### config.mk
export PLATFORM = sky130hd
export DESIGN_NAME = rba_top
export DESIGN_NICKNAME = d
export VERILOG_FILES = /design/src/rba_pkg.sv /design/src/rba_top.sv /design/src/rba_assembler.sv
export SDC_FILE = /design/constraint.sdc
export NUM_CORES = 1
export LEC_CHECK = 0
export ABC_CLOCK_PERIOD_IN_PS = 3200
export BUFFER_PORTS_ARGS = -buffer_cell sky130_fd_sc_hd__buf_2
export CORE_MARGIN = 5
export CORE_UTILIZATION = 61
export DETAILED_ROUTE_END_ITERATION = 8
export HOLD_SLACK_MARGIN = 0.12
export PLACE_DENSITY = 0.82
export SYNTH_ARGS = -nofsm -noshare
export SYNTH_HDL_FRONTEND = slang
export SYNTH_HIERARCHICAL = 1
export SYNTH_SLANG_ARGS = --single-unit
### constraint.sdc
create_clock -name mclk_i -period 3.2 [get_ports mclk_i]
set_input_delay 0.64 -clock mclk_i [delete_from_list [all_inputs] [get_ports mclk_i]]
set_output_delay 0.64 -clock mclk_i [all_outputs]
set_load 0.1 [all_outputs]
### src/rba_pkg.sv
// rba_pkg: register indices, field layout, reset values and carriers
// for the receive byte assembler; shared by the top and the assembler.
package rba_pkg;
    // register indices; byte address is four times the index
    localparam logic [5:0] RBA_IDX_CTL = 6'h06;
    localparam logic [5:0] RBA_IDX_EN = 6'h07;
    localparam logic [5:0] RBA_IDX_STAT = 6'h08;
    localparam logic [5:0] RBA_IDX_DATA_A = 6'h09;
    localparam logic [5:0] RBA_IDX_TX = 6'h0a;
    localparam logic [5:0] RBA_IDX_DATA_B = 6'h0b;
    localparam logic [5:0] RBA_IDX_PEND = 6'h0c;

    // serializer_control fields
    localparam int RBA_CTL_BYTE_MODE = 3;
    localparam int RBA_CTL_GAP_LSB = 0;
    localparam logic [7:0] RBA_CTL_WMASK = 8'h0f;
    localparam logic [7:0] RBA_CTL_RESET = 8'h03;
    localparam logic [7:0] RBA_EN_RESET = 8'h00;
    localparam logic [7:0] RBA_PEND_RESET = 8'h00;

    // event bits per channel nibble: enable and pending share it
    localparam int RBA_EV_FULL = 0;
    localparam int RBA_EV_EOF = 1;
    localparam int RBA_EV_OVF = 2;
    localparam int RBA_EV_UNF = 3;
    // status bits per channel nibble
    localparam int RBA_ST_FULL = 0;
    localparam int RBA_ST_EOF = 1;
    localparam int RBA_ST_FLOW = 2;
    localparam int RBA_ST_VALID = 3;
    localparam int RBA_NIB = 4;

    localparam int RBA_CHANNELS = 2;
    localparam logic [3:0] RBA_CNT_LAST = 4'h7;

    typedef struct packed {
        logic valid;
        logic value;
    } rba_rx_bit_t;

    typedef struct packed {
        logic load;
        logic eof;
        logic all_valid;
        logic [7:0] data;
    } rba_asm_out_t;

    typedef struct packed {
        logic [7:0] shift;
        logic [3:0] count;
        logic seen;
        logic [3:0] gap;
        rba_asm_out_t out;
    } rba_asm_state_t;

    typedef struct packed {
        logic [7:0] ctl;
        logic [7:0] en;
        logic [7:0] pend;
        logic [1:0][7:0] data;
        logic [1:0] full;
        logic [1:0] all_valid;
        logic [7:0] tx;
        logic tx_valid;
        logic ack;
        logic [31:0] rdat;
        logic irq;
        logic sdata;
        logic svalid;
    } rba_state_t;
endpackage

### src/rba_top.sv
// rba_top: receive byte assembler with interrupt enables, reached over
// a classic Wishbone slave with 8-bit registers in the low data lane.
// assumes all inputs synchronous to mclk_i.
//
// Overview of operation
// - control bit 3 selects byte mode
// - byte mode passes whole bytes via registers
// - gap field sets empty bit times before end
// - gap counting starts after a valid bit
// - end of frame loads gathered bits
// - gap zero ends at first empty bit
// - enable bit 7 gates channel B underflow
// - enable bit 6 gates channel B overflow
// - enable bit 5 gates channel B end
// - status read clears pending end of frame
// - enable bit 4 gates channel B full
// - bits 3..0 same for channel A
// - flow flag joins overflow and underflow
`timescale 1ns/10ps
module rba_top #(
    parameter int ADR_W = 8
) (
    input wire logic mclk_i, // 250 MHz core clock
    input wire logic reset_i, // synchronous reset, high
    input wire logic wb_cyc_i, // wishbone cycle
    input wire logic wb_stb_i, // wishbone strobe
    input wire logic wb_we_i, // wishbone write
    input wire logic [ADR_W-1:0] wb_adr_i, // byte address
    input wire logic [3:0] wb_sel_i, // byte enables
    input wire logic [31:0] wb_dat_i, // write data
    output logic [31:0] wb_dat_o, // read data
    output logic wb_ack_o, // wishbone ack
    input wire logic rx_enable_i, // receiver in receive mode
    input wire logic bit_tick_i, // one pulse per bit time
    input rba_pkg::rba_rx_bit_t rx_a_i, // channel A bit
    input rba_pkg::rba_rx_bit_t rx_b_i, // channel B bit
    output logic [7:0] tx_byte_o, // byte to transmit
    output logic tx_byte_valid_o, // pulse with tx byte
    output logic serial_data_pin_o, // bit-serial data
    output logic serial_data_valid_pin_o, // bit-serial valid
    output logic irq_o // interrupt, high
);
    import rba_pkg::*;

    generate
        if (ADR_W < 8) begin : g_chk
            $error("rba_top: ADR_W must be at least 8");
        end
    endgenerate

    rba_state_t s;
    rba_state_t next_s;
    rba_asm_out_t asm_out [RBA_CHANNELS];
    rba_rx_bit_t rx_bits [RBA_CHANNELS];
    logic asm_en;

    // register index of a channel's data register
    function automatic logic [5:0] data_idx(input int ch);
        data_idx = (ch == 0) ? RBA_IDX_DATA_A : RBA_IDX_DATA_B;
    endfunction

    // one status nibble from pending events and data state
    function automatic logic [3:0] stat_nib(input logic [3:0] pend,
                                            input logic valid);
        logic [3:0] n;
        n = 4'h0;
        n[RBA_ST_FULL] = pend[RBA_EV_FULL];
        n[RBA_ST_EOF] = pend[RBA_EV_EOF];
        n[RBA_ST_FLOW] = pend[RBA_EV_OVF] | pend[RBA_EV_UNF];
        n[RBA_ST_VALID] = valid;
        stat_nib = n;
    endfunction

    assign rx_bits[0] = rx_a_i;
    assign rx_bits[1] = rx_b_i;
    assign asm_en = s.ctl[RBA_CTL_BYTE_MODE] & rx_enable_i;

    for (genvar g = 0; g < RBA_CHANNELS; g++) begin : g_ch
        rba_assembler u_asm (
            .mclk_i(mclk_i),
            .reset_i(reset_i),
            .enable_i(asm_en),
            .gap_len_i(s.ctl[RBA_CTL_GAP_LSB +: 3]),
            .bit_tick_i(bit_tick_i),
            .rx_i(rx_bits[g]),
            .out_o(asm_out[g])
        );
    end

    logic req;
    logic wr;
    logic rd;
    logic lane0;
    logic [5:0] idx;
    logic [7:0] wdat;
    logic [7:0] set_ev;
    logic [7:0] clr_ev;
    logic [7:0] rval;
    logic rd_data;

    always_comb begin
        next_s = s;
        req = wb_cyc_i & wb_stb_i & ~s.ack;
        wr = req & wb_we_i;
        rd = req & ~wb_we_i;
        lane0 = wb_sel_i[0];
        idx = wb_adr_i[7:2];
        wdat = wb_dat_i[7:0];
        set_ev = 8'h00;
        clr_ev = 8'h00;
        rval = 8'h00;
        rd_data = 1'b0;

        next_s.ack = req;
        next_s.tx_valid = 1'b0;

        // read value, taken before this cycle's side effects
        case (idx)
            RBA_IDX_CTL: begin
                rval = s.ctl;
            end
            RBA_IDX_EN: begin
                rval = s.en;
            end
            RBA_IDX_STAT: begin
                rval = {stat_nib(s.pend[7:4], s.all_valid[1]),
                        stat_nib(s.pend[3:0], s.all_valid[0])};
            end
            RBA_IDX_DATA_A: begin
                rval = s.data[0];
            end
            RBA_IDX_DATA_B: begin
                rval = s.data[1];
            end
            RBA_IDX_TX: begin
                rval = s.tx;
            end
            RBA_IDX_PEND: begin
                rval = s.pend;
            end
            default: begin
                rval = 8'h00;
            end
        endcase
        if (rd) begin
            next_s.rdat = {24'h000000, rval};
        end

        // register writes
        if (wr && lane0) begin
            case (idx)
                RBA_IDX_CTL: begin
                    // reserved bits always stored as zero
                    next_s.ctl = wdat & RBA_CTL_WMASK;
                end
                RBA_IDX_EN: begin
                    next_s.en = wdat;
                end
                RBA_IDX_TX: begin
                    if (s.ctl[RBA_CTL_BYTE_MODE]) begin
                        next_s.tx = wdat;
                        next_s.tx_valid = 1'b1;
                    end
                end
                RBA_IDX_PEND: begin
                    clr_ev = wdat;
                end
                default: begin
                end
            endcase
        end

        // status read clears end, flow and full events
        if (rd && idx == RBA_IDX_STAT) begin
            clr_ev = 8'hff;
        end

        // per channel data register and its events
        for (int ch = 0; ch < RBA_CHANNELS; ch++) begin
            rd_data = rd && (idx == data_idx(ch));
            if (asm_out[ch].load) begin
                set_ev[ch*RBA_NIB + RBA_EV_FULL] = 1'b1;
                if (s.full[ch] && !rd_data) begin
                    set_ev[ch*RBA_NIB + RBA_EV_OVF] = 1'b1;
                end
                next_s.data[ch] = asm_out[ch].data;
                next_s.all_valid[ch] = asm_out[ch].all_valid;
                next_s.full[ch] = 1'b1;
            end else if (rd_data) begin
                next_s.full[ch] = 1'b0;
            end
            if (rd_data && !s.full[ch]) begin
                set_ev[ch*RBA_NIB + RBA_EV_UNF] = 1'b1;
            end
            if (asm_out[ch].eof) begin
                set_ev[ch*RBA_NIB + RBA_EV_EOF] = 1'b1;
            end
        end

        // a new event wins over a clear in the same cycle
        next_s.pend = (s.pend & ~clr_ev) | set_ev;

        next_s.irq = |(next_s.pend & next_s.en);

        // bit-serial path follows channel A
        if (!s.ctl[RBA_CTL_BYTE_MODE]) begin
            next_s.sdata = rx_a_i.value;
            next_s.svalid = bit_tick_i & rx_a_i.valid & rx_enable_i;
        end else begin
            next_s.sdata = 1'b0;
            next_s.svalid = 1'b0;
        end
    end

    always_ff @(posedge mclk_i) begin
        if (reset_i) begin
            s <= '{ctl: RBA_CTL_RESET, en: RBA_EN_RESET,
                   pend: RBA_PEND_RESET, default: '0};
        end else begin
            s <= next_s;
        end
    end

    assign wb_dat_o = s.rdat;
    assign wb_ack_o = s.ack;
    assign tx_byte_o = s.tx;
    assign tx_byte_valid_o = s.tx_valid;
    assign serial_data_pin_o = s.sdata;
    assign serial_data_valid_pin_o = s.svalid;
    assign irq_o = s.irq;
endmodule

### src/rba_assembler.sv
// rba_assembler: gathers received bits of one channel into bytes and
// detects end of frame from a count of empty bit times.
// assumes bit_tick_i is a one-cycle pulse per bit time.
`timescale 1ns/10ps
module rba_assembler (
    input wire logic mclk_i, // core clock
    input wire logic reset_i, // synchronous reset, high
    input wire logic enable_i, // byte mode and receive on
    input wire logic [2:0] gap_len_i, // frame-gap length
    input wire logic bit_tick_i, // one pulse per bit time
    input rba_pkg::rba_rx_bit_t rx_i, // correlated bit
    output rba_pkg::rba_asm_out_t out_o // load and end of frame
);
    import rba_pkg::*;

    rba_asm_state_t s;
    rba_asm_state_t next_s;

    always_comb begin
        next_s = s;
        next_s.out.load = 1'b0;
        next_s.out.eof = 1'b0;
        if (!enable_i) begin
            next_s.shift = 8'h00;
            next_s.count = 4'h0;
            next_s.seen = 1'b0;
            next_s.gap = 4'h0;
        end else if (bit_tick_i) begin
            if (rx_i.valid) begin
                next_s.shift = {s.shift[6:0], rx_i.value};
                next_s.count = s.count + 4'h1;
                next_s.seen = 1'b1;
                next_s.gap = 4'h0;
                if (s.count == RBA_CNT_LAST) begin
                    next_s.out.load = 1'b1;
                    next_s.out.data = {s.shift[6:0], rx_i.value};
                    next_s.out.all_valid = 1'b1;
                    next_s.count = 4'h0;
                    // keeps a later partial byte right aligned
                    next_s.shift = 8'h00;
                end
            end else if (s.seen) begin
                next_s.gap = s.gap + 4'h1;
                // gap exceeds length; zero ends at first empty bit
                if (s.gap == {1'b0, gap_len_i}) begin
                    next_s.out.eof = 1'b1;
                    next_s.seen = 1'b0;
                    next_s.shift = 8'h00;
                    next_s.gap = 4'h0;
                    next_s.count = 4'h0;
                    if (s.count != 4'h0) begin
                        next_s.out.load = 1'b1;
                        next_s.out.data = s.shift;
                        next_s.out.all_valid = 1'b0;
                    end
                end
            end
        end
    end

    always_ff @(posedge mclk_i) begin
        if (reset_i) begin
            s <= '0;
        end else begin
            s <= next_s;
        end
    end

    assign out_o = s.out;
endmodule

==> results_dict.tcl, run 1 <==
set metrics [dict create \
    die_w_um 109 \
    rsz0062_at_grt "no" \
    finalCriticalPeriod_ps 2120 \
    grt_max_degree 70 \
    rows 36 \
    ir_drop_v 0.000383 \
    drt_iter0_markers 448 \
    drtPass1Iterations 6 \
    maxSlewHeadroom 0.449 \
    drive_gt1_frac 0.197 \
    multi_input_area_um2 3050 \
    seq_area_frac_synth 0.390 \
    die_h_um 109 \
    finalInstanceArea_um2 6490 \
    antenna_cells 0 \
    numCtsBuffers 17 \
    final_nets 714 \
    hold_path.class "in -> reg" \
    core_um2 9680 \
    required_ps 3590 \
    dp_cells 767 \
    wl_per_cell_um 17.6 \
    ctsResizeCount 0 \
    cts_tree "built" \
    synthArstFlopShare 0 \
    drc_errors 0 \
    gr-usage-all-layers 0.244 \
    nFillCells 766 \
    finalNonFillerCells 799 \
    cp-start-kind "input pin" \
    p_leak_nw 2.25 \
    cap_violations 0 \
    netlist_top_cells_count "117 x dfxtp_1, 79 x nor2_1, 65 x buf_4" \
    cts_setup_buffers 0 \
    via_count 4870 \
    p_per_area_nw_per_um2 553 \
    skew_ps 11.3 \
    avgSynthCellArea_um2 9.13 \
    syn_area_um2 6010 \
    synth_top_cell_by_area "dfxtp_1" \
    layout_worst_path_cycle_share 0.662 \
    seq_area_um2 2340 \
    syn_inst 658 \
    num_io_pins 100 \
    syn2layout_area_growth_pct 8.00 \
    yosysWarnings 6 \
    synth_top_area_share 0.390 \
    path_max_fanout 8 \
    clockBufferDepth 2 \
    ys_types 65 \
    routed_wl_um 14100 \
    port_buffers 46 \
    synth_enable_flop_cells 0 \
    grt-ovfl-total 0 \
    yosys_register_bits 117 \
    vias_per_cell 6.10 \
    hold_violations 0 \
    tightest_slew_ps 826 \
    setup.worst_path.end_class "flop" \
    clk_latency_ps 520 \
    grt_pass1_wl_um 22900 \
    antenna_found_initial 0 \
    run_status "complete, no violations" \
    dieArea_um2 11900 \
    gp_routability_congestion 0.961 \
    dpl.hpwl_um 9570 \
    clockRootBuffer "clkbuf_8" \
    crit_type "in -> reg" \
    place_area_um2 5910 \
    start_util 0.620 \
    tns_ps 0 \
    cts.clk_slew.worst_paths_ps 60 \
    setup_viol 0 \
    clock_sinks 117 \
    grt_pass1_vias 4712 \
    fmax_mhz 472 \
    slew_violations 0 \
    synth_ff_type "dfxtp_1" \
    synth_area_leaders "dfxtp_1 39%, buf_4 8.1%, nor2_1 4.9%, mux2i_1 4.7%, a221oi_2 4.0%" \
    ant_nets 0 \
    hold_buffers 0 \
    htree_levels 4 \
    synth_most_common_cell "dfxtp_1" \
    arrival_ps 2510 \
]
## flip-flops by register name, summed over array words and instances, names as in the netlist
signal,cells
wb_ack_o,1
g_ch.u_asm/out_o,22
irq_o,1
serial_data_valid_pin_o,1
tx_byte_valid_o,1
tx_byte_o,8
serial_data_pin_o,1
g_ch.u_asm/s,34
s,40
wb_dat_o,8
## cell usage in the layout, fill, tap and decap left out, types with 9 or more instances in the layout
cell	n
a21oi_1	26
a221oi_2	16
a22oi_1	26
buf_2	46
clkbuf_16	16
conb_1	24
dfxtp_1	117
inv_1	11
mux2i_1	28
nand2_1	54
nand3_1	34
nor2_1	79
nor2b_1	9
o21ai_0	23
## layout make-up
type	instances	share of cell area
repair buffers	55	0.0478
inverters	11	0.00636
well taps	133	0.0256
clock buffers	18	0.0659
multi-input cells	451	0.470
flip-flops and latches	117	0.361
clock inverters	14	0.0235
## logic make-up after synthesis
group / after synthesis / share of synthesized area
AND/OR/NAND/NOR: 242 / 0.212
AO/OA/AOI/OAI: 143 / 0.188
flip-flops: 117 / 0.390
buffers and inverters: 113 / 0.119
multiplexers: 28 / 0.0466
XOR/XNOR: 8 / 0.0304
adder cells (fa/ha/maj): 6 / 0.0125
other: 1 / 0.000624
## through the flow
stage                     setup WS, ps   util  power [mW]  hold WS [ps]
final                             1080  0.670        3.59           384
after detailed placement           610  0.610        1.77           468
after CTS                         1100  0.670        3.60           374
after global placement             643  0.610        1.77           457
after floorplan                    864      -        1.76           445
after global routing               947  0.670        3.68           380
## worst paths after layout
path                             from                 endpoint  slack [ps]  depth (start not counted)
hold reg to reg   g_ch[1].u_asm/s[27]      g_ch[1].u_asm/s[27]         470                          2
hold / removal            rx_enable_i  serial_data_valid_pin_o         380                          3
setup reg to reg             wb_ack_o                    irq_o        1080                          7
setup / recovery          wb_adr_i[7]                    irq_o        1080                          7
## layer usage
layer | vias up | wire length (um) | track usage
met4 | 0 | 317 | 0.102
met5 | - | 0 | 0
met3 | 34 | 1110 | 0.0444
met2 | 209 | 6870 | 0.417
met1 | 2354 | 5770 | 0.303
li1 | 2273 | - | -
## worst max-delay path, cell delays in order
cell and delay, ps:
buf_2 140, or3_4 440, nor4_4 570, nand2_1 110, a32oi_1 280, o221a_2 240
a31oi_1 90
## power by group
part	switching (mW)	total, mW	internal, mW	leakage, nW
sequential	0.00243	1.46	1.46	0.943
combinational	0.242	0.281	0.0390	1.03
clock	0.708	1.84	1.13	0.274
Note: power is estimated with default switching activity, not from simulation.
==> inputs of run 2 (changes only) <==
ABC_CLOCK_PERIOD_IN_PS = 1900   (was 3200)
CORE_UTILIZATION = 51   (was 61)
PLACE_DENSITY = 0.73   (was 0.82)
clock period = 1.9 ns   (was 3.2 ns; I/O delays follow)
==> results_dict.tcl, run 2 (synthesis results as in run 1) <==
set metrics [dict create \
    run_status "complete, no violations" \
    seq_area_um2 2350 \
    clockBufferDepth 2 \
    dp_cells 841 \
    grt_pass1_vias 4819 \
    antenna_found_initial 0 \
    cp-start-kind "flop" \
    path_max_fanout 6 \
    hold_buffers 0 \
    skew_ps 8.57 \
    numCtsBuffers 17 \
    cts.clk_slew.worst_paths_ps 60 \
    worst_path_max_delay_cell "dfxtp_4" \
    core_um2 11500 \
    clockRootBuffer "clkbuf_16" \
    setup.worst_path.end_class "flop" \
    hold_path.class "in -> reg" \
    clk_latency_ps 420 \
    ir_drop_v 0.000799 \
    syn2layout_area_growth_pct 17.4 \
    drtPass1Iterations 5 \
    die_w_um 119 \
    fmax_mhz 531 \
    start_util 0.524 \
    crit_type "reg -> reg" \
    vias_per_cell 5.65 \
    num_io_pins 100 \
    grt-ovfl-total 0 \
    hold_violations 0 \
    antenna_cells 0 \
    routed_wl_um 14200 \
    p_per_area_nw_per_um2 868 \
    maxSlewHeadroom 0.659 \
    arrival_ps 2170 \
    htree_levels 4 \
    m1WireLength_um 6250 \
    drt_iter0_markers 298 \
    via_count 4946 \
    multi_input_area_um2 3090 \
    rrSetupSlack_ps 20 \
    cpMostUsedCell "buf_4" \
    setup_viol 0 \
    cap_violations 0 \
    cts_tree "built" \
    slew_violations 0 \
    nFillCells 951 \
    finalNonFillerCells 875 \
    cp_cell_sequence "nand3b_1 > nor4b_2 > buf_4 > buf_4 > mux2i_1 > o22a_1 > a31oi_1" \
    drc_errors 0 \
    min_from "reset_i" \
    dieArea_um2 14100 \
    die_h_um 119 \
    gp_routability_congestion 0.964 \
    finalCriticalPeriod_ps 1880 \
    gr-usage-all-layers 0.207 \
    tns_ps 0 \
    rows 39 \
    ant_nets 0 \
    largest-register "s" \
    grt_max_degree 47 \
    p_leak_nw 2.59 \
    dpl.hpwl_um 10300 \
    final_nets 780 \
    tightest_slew_ps 511 \
    largest_reg_flops 40 \
    r2r-start "wb_ack_o" \
    whs_path_depth 2 \
    rr_worst_depth 7 \
    min_to "serial_data_valid_pin_o" \
    required_ps 2180 \
    grt_pass1_wl_um 23900 \
    place_area_um2 6400 \
    route.met2.wl_um 6710 \
    highest_layer "met4" \
    whs_ps 229 \
    final_cell_mix "113 x dfxtp_1, 79 x nor2_1, 73 x buf_4" \
    finalInstanceArea_um2 7060 \
    critPathMaxStageDelay_ps 340 \
    layout_worst_path_cycle_share 0.991 \
    r2r_end "irq_o" \
    wl_per_cell_um 16.2 \
    rsz0062_at_grt "yes" \
    port_buffers 46 \
    clock_sinks 117 \
    layout_commonest_cell "dfxtp_1" \
    drive_gt1_frac 0.281 \
    route.met3.wl_um 946 \
]
## run 2: how the worst max path moves through the flow
stage	cells after the start	from	end	slack, ps
3_5_place_dp	9	wb_adr_i[7]	irq_o	-240
3_3_place_gp	9	wb_adr_i[7]	irq_o	-220
4_1_cts	7	wb_ack_o	irq_o	0.09
2_1_floorplan	7	wb_adr_i[4]	irq_o	-140
5_1_grt	7	wb_ack_o	irq_o	-90
6_report	7	wb_ack_o	irq_o	20
## run 2: through the flow
step	utilization	power [mW]	setup slack, ps
CTS	0.612	6.18	0.0879
finish	0.615	6.13	17.8
global route	0.615	6.34	-90.8
global placement	0.559	3.02	-221
detailed placement	0.559	3.03	-239
floorplan	-	2.96	-142
## run 2: what timing repair did
action / CTS / global route
setup buffers: 1 / 1
resized for setup: 5 / 10
setup endpoints to repair: 1 / 24
pin swaps: 2 / 0
## run 2: area by class of cell
| class | instances | share of cell area |
|---|---|---|
| sequential | 117 | 0.333 |
| clock buffer | 24 | 0.0697 |
| inverter | 11 | 0.00585 |
| multi-input combinational | 451 | 0.438 |
| tap | 143 | 0.0254 |
| clock inverter | 8 | 0.0137 |
| timing repair buffer | 121 | 0.115 |
## run 2: power breakdown
group / switching, mW / leakage [nW] / total (mW) / internal (mW)
combinational: 0.415 / 1.36 / 0.515 / 0.100
clock: 1.08 / 0.287 / 3.14 / 2.06
sequential: 0.00429 / 0.943 / 2.47 / 2.46
## run 2: worst max-delay path, delay by kind of cell (launching register included)
kind	cells	cell delay, ps
buffers and inverters	2	410
DFF	1	340
AOI/OAI and AO/OA	2	240
and+or+nand+nor	2	530
muxes	1	240
## run 2: per-layer routing
layer	GRT usage	vias up
met5	0	-
met4	0.0765	0
met3	0.0554	26
met2	0.330	180
met1	0.269	2328
li1	-	2412
